### src/common/atair_pkg.sv
package atair_pkg;

  // ****************************************************************
  // task file addresses
  // ****************************************************************
  localparam logic [3:0] ADDR_DATA     = 4'h0;
  localparam logic [3:0] ADDR_SUBCMD   = 4'h1;  // error on read
  localparam logic [3:0] ADDR_XFER_CNT = 4'h2;
  localparam logic [3:0] ADDR_START_SN = 4'h3;
  localparam logic [3:0] ADDR_TRK_LO   = 4'h4;
  localparam logic [3:0] ADDR_TRK_HI   = 4'h5;
  localparam logic [3:0] ADDR_UNIT_HD  = 4'h6;
  localparam logic [3:0] ADDR_CMD      = 4'h7;  // status on read
  localparam logic [3:0] ADDR_DEV_CTL  = 4'he;  // alt status on read

  // ****************************************************************
  // field positions
  // ****************************************************************
  localparam int ST_BSY_BIT   = 7;
  localparam int ST_DRDY_BIT  = 6;
  localparam int ST_DSC_BIT   = 4;
  localparam int ST_DRQ_BIT   = 3;
  localparam int ST_ERR_BIT   = 0;
  localparam int UH_DRIVE_BIT = 4;
  localparam int DC_SRST_BIT  = 2;
  localparam int DC_NIEN_BIT  = 1;

  // ****************************************************************
  // opcodes, word indices and fixed words
  // ****************************************************************
  localparam logic [7:0]  OPC_QUERY     = 8'hec;
  localparam logic [7:0]  LAST_WORD     = 8'hff;
  localparam logic [15:0] W_GEN_CFG     = 16'h044a;
  localparam logic [15:0] W_BUF_TYPE    = 16'h0002;
  localparam logic [15:0] W_MULTI_MAX   = 16'h8001;
  localparam logic [15:0] W_CAPS        = 16'h0b00;
  localparam logic [15:0] W_PIO_MODE    = 16'h0200;
  localparam logic [15:0] W_VALID       = 16'h0007;
  localparam logic [7:0]  W_MULTI_FLAG  = 8'h01;
  localparam logic [7:0]  W_DMA_SUPP    = 8'h07;
  localparam logic [15:0] W_ADV_PIO     = 16'h0003;
  localparam logic [15:0] W_CYCLE_TIME  = 16'h0078;
  localparam logic [15:0] W_MAJOR_VER   = 16'h007e;
  localparam logic [15:0] W_MINOR_VER   = 16'h0019;
  localparam logic [15:0] W_FEAT_82     = 16'h706b;
  localparam logic [15:0] W_FEAT_83     = 16'h400c;
  localparam logic [15:0] W_FEAT_84     = 16'h4000;
  localparam logic [7:0]  W_UDMA_SUPP   = 8'h1f;
  localparam logic [3:0]  W_TIMING_LOW  = 4'h2;
  localparam logic [15:0] ZERO_WORD     = 16'h0000;

  // ****************************************************************
  // timing
  // ****************************************************************
  localparam int CLK_PERIOD_NS = 5;
  localparam int PREP_TIME_NS  = 20;  // least busy time before data
  localparam int PREP_CYCLES   =
    (PREP_TIME_NS + CLK_PERIOD_NS - 1) / CLK_PERIOD_NS;
  localparam logic [3:0] PREP_LAST = 4'(PREP_CYCLES - 1);

  // ****************************************************************
  // carriers
  // ****************************************************************
  typedef enum {ST_IDLE, ST_PREP, ST_XFER} atair_state_t;

  typedef struct packed {
    logic [15:0]  def_cyl;
    logic [15:0]  def_heads;
    logic [15:0]  def_spt;
    logic [31:0]  total_sectors;
    logic [15:0]  cur_cyl;
    logic [15:0]  cur_heads;
    logic [15:0]  cur_spt;
    logic [79:0]  serial_user;
    logic [79:0]  unique_id;
    logic [63:0]  fw_rev;
    logic [319:0] model;
    logic [7:0]   multi_count;
    logic [7:0]   dma_select;
    logic [47:0]  feat_enabled;
    logic [7:0]   udma_select;
    logic [15:0]  erase_time;
    logic [15:0]  erase_time_enh;
    logic [15:0]  security_status;
    logic [11:0]  adv_timing;
  } atair_cfg_t;

  typedef struct packed {
    logic       valid;
    logic [7:0] opcode;
  } atair_cmd_t;

endpackage : atair_pkg

### src/verilog/atair_responder.sv
// The register addresses and the address-and-strobe port are this design's own decisions.
`timescale 1ns/1ps
module atair_responder
  import atair_pkg::*;
(
  // clock and reset
  input  wire logic        ref_clk,
  input  wire logic        reset_n,
  // task file port
  input  wire logic [3:0]  addr,
  input  wire logic [15:0] wr_data,
  input  wire logic        wr_stb,
  input  wire logic        rd_stb,
  output logic      [15:0] rd_data,
  // product settings, same clock domain
  input  wire atair_cfg_t  cfg,
  input  wire logic        unit_select,
  // to the host and the rest of the device
  output logic             host_irq,
  output atair_cmd_t       cmd_out
);

  // ****************************************************************
  // state
  // ****************************************************************
  atair_state_t state_reg;
  logic [7:0]   subcmd_reg;
  logic [7:0]   xfer_cnt_reg;
  logic [7:0]   start_sn_reg;
  logic [7:0]   trk_lo_reg;
  logic [7:0]   trk_hi_reg;
  logic [7:0]   unit_hd_reg;
  logic [7:0]   error_reg;
  logic         srst_reg;
  logic         nien_reg;
  logic         busy_reg;
  logic         drq_reg;
  logic         irq_pend_reg;
  logic [3:0]   prep_cnt_reg;
  logic [7:0]   idx_reg;
  logic [31:0]  cap_reg;
  logic [15:0]  rd_data_reg;
  logic         host_irq_reg;
  atair_cmd_t   cmd_out_reg;

  // ****************************************************************
  // decode
  // ****************************************************************
  logic       unit_hit;
  logic       cmd_wr;
  logic       query_go;
  logic       other_go;
  logic       data_rd;
  logic       last_rd;
  logic       status_rd;
  logic       prep_done;
  logic [7:0] status;

  // only the drive bit selects us; head bits are never looked at
  assign unit_hit  = unit_hd_reg[UH_DRIVE_BIT] == unit_select;
  assign cmd_wr    = wr_stb && addr == ADDR_CMD && unit_hit
                     && !busy_reg && !drq_reg && !srst_reg;
  assign query_go  = cmd_wr && wr_data[7:0] == OPC_QUERY;
  assign other_go  = cmd_wr && wr_data[7:0] != OPC_QUERY;
  assign data_rd   = rd_stb && addr == ADDR_DATA && drq_reg;
  assign last_rd   = data_rd && idx_reg == LAST_WORD;
  assign status_rd = rd_stb && addr == ADDR_CMD;
  assign prep_done = state_reg == ST_PREP && prep_cnt_reg == PREP_LAST;

  // status byte; ready and seek complete whenever not busy
  always_comb begin
    status              = 8'h00;
    status[ST_BSY_BIT]  = busy_reg;
    status[ST_DRDY_BIT] = !busy_reg;
    status[ST_DSC_BIT]  = !busy_reg;
    status[ST_DRQ_BIT]  = drq_reg;
    status[ST_ERR_BIT]  = error_reg != 8'h00;
  end

  // ****************************************************************
  // task file registers
  // ****************************************************************
  // the query reads only the drive bit of these; the rest are held for other
  // commands, and all but the subcommand, which reads as error, read back unchanged
  always_ff @(posedge ref_clk or negedge reset_n) begin
    if (!reset_n) begin
      subcmd_reg   <= 8'h00;
      xfer_cnt_reg <= 8'h01;
      start_sn_reg <= 8'h01;
      trk_lo_reg   <= 8'h00;
      trk_hi_reg   <= 8'h00;
      unit_hd_reg  <= 8'h00;
    end else if (wr_stb) begin
      case (addr)
        ADDR_SUBCMD:   subcmd_reg   <= wr_data[7:0];
        ADDR_XFER_CNT: xfer_cnt_reg <= wr_data[7:0];
        ADDR_START_SN: start_sn_reg <= wr_data[7:0];
        ADDR_TRK_LO:   trk_lo_reg   <= wr_data[7:0];
        ADDR_TRK_HI:   trk_hi_reg   <= wr_data[7:0];
        ADDR_UNIT_HD:  unit_hd_reg  <= wr_data[7:0];
        default: ;
      endcase
    end
  end

  // device control: software reset and interrupt disable
  always_ff @(posedge ref_clk or negedge reset_n) begin
    if (!reset_n) begin
      srst_reg <= 1'b0;
      nien_reg <= 1'b0;
    end else if (wr_stb && addr == ADDR_DEV_CTL) begin
      srst_reg <= wr_data[DC_SRST_BIT];
      nien_reg <= wr_data[DC_NIEN_BIT];
    end
  end

  // ****************************************************************
  // command sequencer
  // ****************************************************************
  // busy rises on the query write edge itself, no queueing delay
  always_ff @(posedge ref_clk or negedge reset_n) begin
    if (!reset_n) begin
      state_reg    <= ST_IDLE;
      busy_reg     <= 1'b0;
      drq_reg      <= 1'b0;
      prep_cnt_reg <= 4'h0;
      idx_reg      <= 8'h00;
    end else if (srst_reg) begin
      state_reg    <= ST_IDLE;
      busy_reg     <= 1'b1;  // busy for as long as reset is held
      drq_reg      <= 1'b0;
      prep_cnt_reg <= 4'h0;
      idx_reg      <= 8'h00;
    end else begin
      case (state_reg)
        ST_IDLE: begin
          busy_reg <= 1'b0;
          if (query_go) begin
            state_reg    <= ST_PREP;
            busy_reg     <= 1'b1;
            prep_cnt_reg <= 4'h0;
            idx_reg      <= 8'h00;
          end
        end
        ST_PREP: begin
          prep_cnt_reg <= prep_cnt_reg + 4'h1;
          if (prep_done) begin
            state_reg <= ST_XFER;
            busy_reg  <= 1'b0;
            drq_reg   <= 1'b1;
          end
        end
        ST_XFER: begin
          if (data_rd) begin
            idx_reg <= idx_reg + 8'h01;
          end
          if (last_rd) begin
            state_reg <= ST_IDLE;
            drq_reg   <= 1'b0;
          end
        end
        default: begin
          state_reg <= ST_IDLE;
          busy_reg  <= 1'b0;
          drq_reg   <= 1'b0;
        end
      endcase
    end
  end

  // error register; the query never fails, a new command clears it
  always_ff @(posedge ref_clk or negedge reset_n) begin
    if (!reset_n) begin
      error_reg <= 8'h00;
    end else if (srst_reg || cmd_wr) begin
      error_reg <= 8'h00;
    end
  end

  // ****************************************************************
  // interrupt
  // ****************************************************************
  // one interrupt per sector: raised with the data request; a status
  // read in the same cycle loses to the set
  always_ff @(posedge ref_clk or negedge reset_n) begin
    if (!reset_n) begin
      irq_pend_reg <= 1'b0;
    end else if (srst_reg) begin
      irq_pend_reg <= 1'b0;
    end else if (prep_done) begin
      irq_pend_reg <= 1'b1;
    end else if (status_rd || cmd_wr) begin
      irq_pend_reg <= 1'b0;
    end
  end

  // pin follows the pending flag one cycle late, masked by disable
  always_ff @(posedge ref_clk or negedge reset_n) begin
    if (!reset_n) begin
      host_irq_reg <= 1'b0;
    end else begin
      host_irq_reg <= irq_pend_reg && !nien_reg;
    end
  end

  // ****************************************************************
  // other commands handed on
  // ****************************************************************
  // executing them is left to the rest of the device
  always_ff @(posedge ref_clk or negedge reset_n) begin
    if (!reset_n) begin
      cmd_out_reg <= '0;
    end else begin
      cmd_out_reg.valid  <= other_go;
      cmd_out_reg.opcode <= other_go ? wr_data[7:0] : 8'h00;
    end
  end

  // ****************************************************************
  // parameter block
  // ****************************************************************
  // capacity registered to keep the multiplier off the read path;
  // settles well inside the busy time
  always_ff @(posedge ref_clk or negedge reset_n) begin
    if (!reset_n) begin
      cap_reg <= 32'h0000_0000;
    end else begin
      cap_reg <= 32'(cfg.cur_cyl) * cfg.cur_heads * cfg.cur_spt;
    end
  end

  logic [15:0] w_user;
  logic [15:0] w_uid;
  logic [15:0] w_fw;
  logic [15:0] w_model;
  logic [15:0] word;

  // serial, user part, right justified and space padded by owner
  atair_str_word #(.NW(5)) u_user (
    .str  (cfg.serial_user),
    .idx  (idx_reg),
    .base (8'd10),
    .word (w_user)
  );

  // serial, factory unique part
  atair_str_word #(.NW(5)) u_uid (
    .str  (cfg.unique_id),
    .idx  (idx_reg),
    .base (8'd15),
    .word (w_uid)
  );

  // firmware revision
  atair_str_word #(.NW(4)) u_fw (
    .str  (cfg.fw_rev),
    .idx  (idx_reg),
    .base (8'd23),
    .word (w_fw)
  );

  // model string
  atair_str_word #(.NW(20)) u_model (
    .str  (cfg.model),
    .idx  (idx_reg),
    .base (8'd27),
    .word (w_model)
  );

  // word table; anything not named reads zero
  always_comb begin
    word = ZERO_WORD;
    case (idx_reg) inside
      8'd0:   word = W_GEN_CFG;
      8'd1:   word = cfg.def_cyl;
      8'd3:   word = cfg.def_heads;
      8'd6:   word = cfg.def_spt;
      8'd7:   word = cfg.total_sectors[31:16];
      8'd8:   word = cfg.total_sectors[15:0];
      [8'd10:8'd14]: word = w_user;
      [8'd15:8'd19]: word = w_uid;
      8'd20:  word = W_BUF_TYPE;
      [8'd23:8'd26]: word = w_fw;
      [8'd27:8'd46]: word = w_model;
      8'd47:  word = W_MULTI_MAX;
      8'd49:  word = W_CAPS;
      8'd51:  word = W_PIO_MODE;
      8'd53:  word = W_VALID;
      8'd54:  word = cfg.cur_cyl;
      8'd55:  word = cfg.cur_heads;
      8'd56:  word = cfg.cur_spt;
      8'd57:  word = cap_reg[15:0];
      8'd58:  word = cap_reg[31:16];
      8'd59:  word = {W_MULTI_FLAG, cfg.multi_count};
      8'd60:  word = cfg.total_sectors[15:0];
      8'd61:  word = cfg.total_sectors[31:16];
      8'd63:  word = {cfg.dma_select, W_DMA_SUPP};
      8'd64:  word = W_ADV_PIO;
      [8'd65:8'd68]: word = W_CYCLE_TIME;
      8'd80:  word = W_MAJOR_VER;
      8'd81:  word = W_MINOR_VER;
      8'd82:  word = W_FEAT_82;
      8'd83:  word = W_FEAT_83;
      8'd84:  word = W_FEAT_84;
      8'd85:  word = cfg.feat_enabled[47:32];
      8'd86:  word = cfg.feat_enabled[31:16];
      8'd87:  word = cfg.feat_enabled[15:0];
      8'd88:  word = {cfg.udma_select, W_UDMA_SUPP};
      8'd89:  word = cfg.erase_time;
      8'd90:  word = cfg.erase_time_enh;
      8'd128: word = cfg.security_status;
      8'd163: word = {cfg.adv_timing, W_TIMING_LOW};
      default: word = ZERO_WORD;
    endcase
  end

  // ****************************************************************
  // read port
  // ****************************************************************
  // data valid only in the cycle after the strobe; data port outside
  // a transfer reads zero rather than stale words
  always_ff @(posedge ref_clk or negedge reset_n) begin
    if (!reset_n) begin
      rd_data_reg <= 16'h0000;
    end else if (rd_stb) begin
      case (addr)
        ADDR_DATA:     rd_data_reg <= data_rd ? word : ZERO_WORD;
        ADDR_SUBCMD:   rd_data_reg <= {8'h00, error_reg};
        ADDR_XFER_CNT: rd_data_reg <= {8'h00, xfer_cnt_reg};
        ADDR_START_SN: rd_data_reg <= {8'h00, start_sn_reg};
        ADDR_TRK_LO:   rd_data_reg <= {8'h00, trk_lo_reg};
        ADDR_TRK_HI:   rd_data_reg <= {8'h00, trk_hi_reg};
        ADDR_UNIT_HD:  rd_data_reg <= {8'h00, unit_hd_reg};
        ADDR_CMD:      rd_data_reg <= {8'h00, status};
        ADDR_DEV_CTL:  rd_data_reg <= {8'h00, status};
        default:       rd_data_reg <= ZERO_WORD;
      endcase
    end else begin
      rd_data_reg <= ZERO_WORD;
    end
  end

  // ****************************************************************
  // outputs
  // ****************************************************************
  assign rd_data  = rd_data_reg;
  assign host_irq = host_irq_reg;
  assign cmd_out  = cmd_out_reg;

endmodule : atair_responder

### src/verilog/atair_str_word.sv
`timescale 1ns/1ps
// picks one 16-bit word of an ascii string, first character at the msb
module atair_str_word
  import atair_pkg::*;
#(
  parameter int NW = 5
) (
  // string and position
  input  wire logic [NW*16-1:0] str,
  input  wire logic [7:0]       idx,
  input  wire logic [7:0]       base,
  // selected word
  output logic      [15:0]      word
);

  logic [7:0] rel;

  // out of range yields zero so the caller can or the results freely
  always_comb begin
    rel  = 8'(idx - base);
    word = ZERO_WORD;
    if (idx >= base && int'(rel) < NW) begin
      word = str[(NW - 1 - int'(rel)) * 16 +: 16];
    end
  end

endmodule : atair_str_word
### config.mk
export PLATFORM = sky130hd
export DESIGN_NAME = atair_responder
export DESIGN_NICKNAME = d
export VERILOG_FILES = /design/src/common/atair_pkg.sv /design/src/verilog/atair_responder.sv /design/src/verilog/atair_str_word.sv
export SDC_FILE = /design/constraint.sdc
export NUM_CORES = 2
export LEC_CHECK = 0
export CELL_PAD_IN_SITES_DETAIL_PLACEMENT = 1
export CELL_PAD_IN_SITES_GLOBAL_PLACEMENT = 1
export CORE_AREA = 2 2 331 333
export DETAILED_ROUTE_END_ITERATION = 8
export DIE_AREA = 0 0 333 335
export DONT_BUFFER_PORTS = 1
export HOLD_SLACK_MARGIN = 0.06
export PLACE_DENSITY = 0.6
export RECOVER_POWER = 100
export SKIP_LAST_GASP = 1
export SYNTH_ARGS = -nofsm -noshare
export SYNTH_HDL_FRONTEND = slang
export SYNTH_SLANG_ARGS = --single-unit
### constraint.sdc
create_clock -name ref_clk -period 5.7 [get_ports ref_clk]
set_input_delay 0.57 -clock ref_clk [delete_from_list [all_inputs] [get_ports ref_clk]]
set_output_delay 0.57 -clock ref_clk [all_outputs]
set_load 0.02 [all_outputs]
==> run metrics <==
Worst R2R Start idx_reg[1]$_DFFE_PN0P_; Setup violations, final 27; synthesized flop and latch total 117; most common cell after layout, fill and taps aside inv_1; Mapped Cells 3838; TritonRoute pass-1 iters 7; count of input and output buffers 0; mapped cell area 33400 um^2; Post-DRT Antenna Nets 0; hold slack final 232 ps; Die Wd 333 um; final worst-path cycle share 187%; GRT Total Usage 33.3%; Buf/Inv on CP 13; Worst-path clk slew 70 ps; H-tree Lvls 4; worst skew pair latency 470 ps; DR DRC count 0; Syn-to-layout area delta 17.4%; Worst R2R Path Depth 14; site row count 121; critical path class input pin to register; syn_area_per_cell 8.70 um^2; cell mode on critical path fa_1; drt wl/cell 34.6 um; largest net degree at the start of global routing 118; Hold Startpoint wr_data[5]; total via count in the routed design 31.8k; Post-DP HPWL 160000 um; fin crit period 10630 ps; Reg area 2930 um^2; final core occ 36.3%; CP top delay family adder cells; fillers 12.6k; via/cell ratio 5.80; gr ovfl total 0; element type at the critical path end register; Clock Tree Root clkbuf_16; Clock Skews 23.4 ps; IO Pins 855; Design Area, Final 39200 um^2; failing checks capacitance limit, slew limit, setup timing; CTS Sinks 117; PnR worst setup slack -4930 ps; Synthesized Nets 5346; RSZ-0062 raised after global routing true; TritonCTS clock tree done; Worst path depth 44; most frequent cells in the layout 552 x inv_1, 505 x nand2_1, 480 x fa_1; initial DRC count 3141; CTS max path bufs 2; sequential fraction of the synthesis area 8.78%; FFs w/ async S/R, synth 100%; CP max FO 17; Yosys cell types 87; fin. max-slew vios 118; Starting Density 30.9%; RD Place Congestion 1.03; post-route insts no fill 5479; Worst Tran Pin Value 3250 ps; Largest register FFs 32; largest stage delay on the critical path 540 ps; die area 112000 um^2; Min-Delay Path Class input pin to register; Slew HR -117%; status finished with violations; nature of the critical path startpoint input pin; Max Clock Freq 94.1 MHz; Core Footprint 108000 um^2; Post-synth EDFFs 0; Inst Count DP 5333; antenna violations before repair 111; Layout Nets 5484; hold depth 2; share of layout cells above drive strength 1 19.8%; Req. time, crit path 6090 ps; max-cap violations 1; Yosys warnings 0; CP max-delay cell fa_1; Data arrival, critical path 11020 ps; WL final 190000 um; Final Hold Fails 0; post-place instance area 37500 um^2; first-pass GRT wire length 263000 um; Die Y 335 um; Main synth FF type dfrtp_1; Worst Setup SP cfg[698]; TritonCTS Buffers 17; Multi-input gate area 28700 um^2; number of global-route vias before repair 33.2k
-- synth_stat cells, types with 18 or more instances --
master	instances	share of area, %
and3_1	30	0.56
o22ai_1	31	0.58
a21o_1	26	0.58
clkbuf_1	217	2.4
nor2_1	179	2.0
dfrtp_1	115	8.6
o21ai_0	123	1.8
xor2_1	21	0.55
xnor2_1	55	1.4
a221oi_1	23	0.60
a211oi_1	20	0.45
fa_1	498	30
mux2_2	45	1.5
and2_1	276	5.2
nand2b_1	32	0.60
nor3_1	50	0.75
nand3_1	46	0.69
o221ai_1	26	0.68
mux2i_1	19	0.57
buf_1	22	0.25
a22oi_1	36	0.81
ha_1	181	6.8
mux4_2	132	8.9
a21oi_1	194	2.9
nor2b_1	26	0.49
a31oi_1	19	0.36
inv_1	577	6.5
o21a_1	18	0.40
o211ai_1	26	0.58
nand2_1	520	5.8
nor3b_1	25	0.56
-- what timing repair did --
item                                    4_1_cts  5_1_grt
endpoints found under the setup margin       26       26
pin swaps                                   109       64
endpoints found under the hold margin       117        0
gates resized for setup                     111       42
hold buffers                                  1        0
setup buffers                                33       12
-- layer usage --
metal,GRT usage (%),vias up,part of all wire (%)
met5,0,-,0.18
met4,15.0,52,4.8
met3,10.4,350,10
met2,52.2,1710,45
met1,42.0,16500,39
li1,-,13200,-
-- area by class of cell --
cell class | count | area share, %
diodes | 77 | 0.492
repair buffers | 361 | 7.32
well taps | 1414 | 4.51
inverters | 580 | 5.56
flip-flops and latches | 117 | 7.49
clock inverters | 13 | 0.374
multi-input cells | 2899 | 73.1
clock buffers | 18 | 1.12
-- final timing paths --
path | endpoint | slack [ps]
worst min-delay path | unit_hd_reg[5]$_DFFE_PN0P_ | 230
min in group asynchronous | cap_reg[31]$_DFF_PN0_ | 1200
worst max-delay path | cap_reg[30]$_DFF_PN0_ | -4930
max in group asynchronous | idx_reg[0]$_DFFE_PN0P_ | 2200
worst min register to register | host_irq$_DFF_PN0_ | 430
worst max register to register | rd_data[7]$_DFF_PN0_ | -220
-- worst register-to-register path, delay by kind of cell, from the launching register on --
| kind | cells | cell delay, ps |
|---|---|---|
| compound gates | 6 | 2100 |
| xor+xnor | 1 | 1000 |
| fa+ha+maj | 2 | 960 |
| buf+inv | 2 | 740 |
| flops | 1 | 590 |
| simple gates | 3 | 360 |
-- through the flow --
step | setup TNS (ps) | worst slack (ps)
floorplan | -91830 | -4920
global placement | -107680 | -5400
detailed placement | -109260 | -5620
CTS | -93070 | -4940
global route | -102280 | -5280
finish | -95020 | -4930
-- cell families (layout without fill, tap and decap cells) --
group,count (synthesis),in the layout,share of synthesized area [%]
AOI/OAI and AO/OA,697,697,14.0
xor gates and xnor gates,81,81,2.34
adders and majority gates,679,679,36.7
buffers and inverters,822,972,9.26
DFF,117,117,8.78
muxes,196,196,11.0
other,0,77,0
and+or+nand+nor,1246,1246,18.0
Power is left out: the tool's default activity adds up to more than one toggle a clock period on the data nets, which glitch-free logic cannot reach.
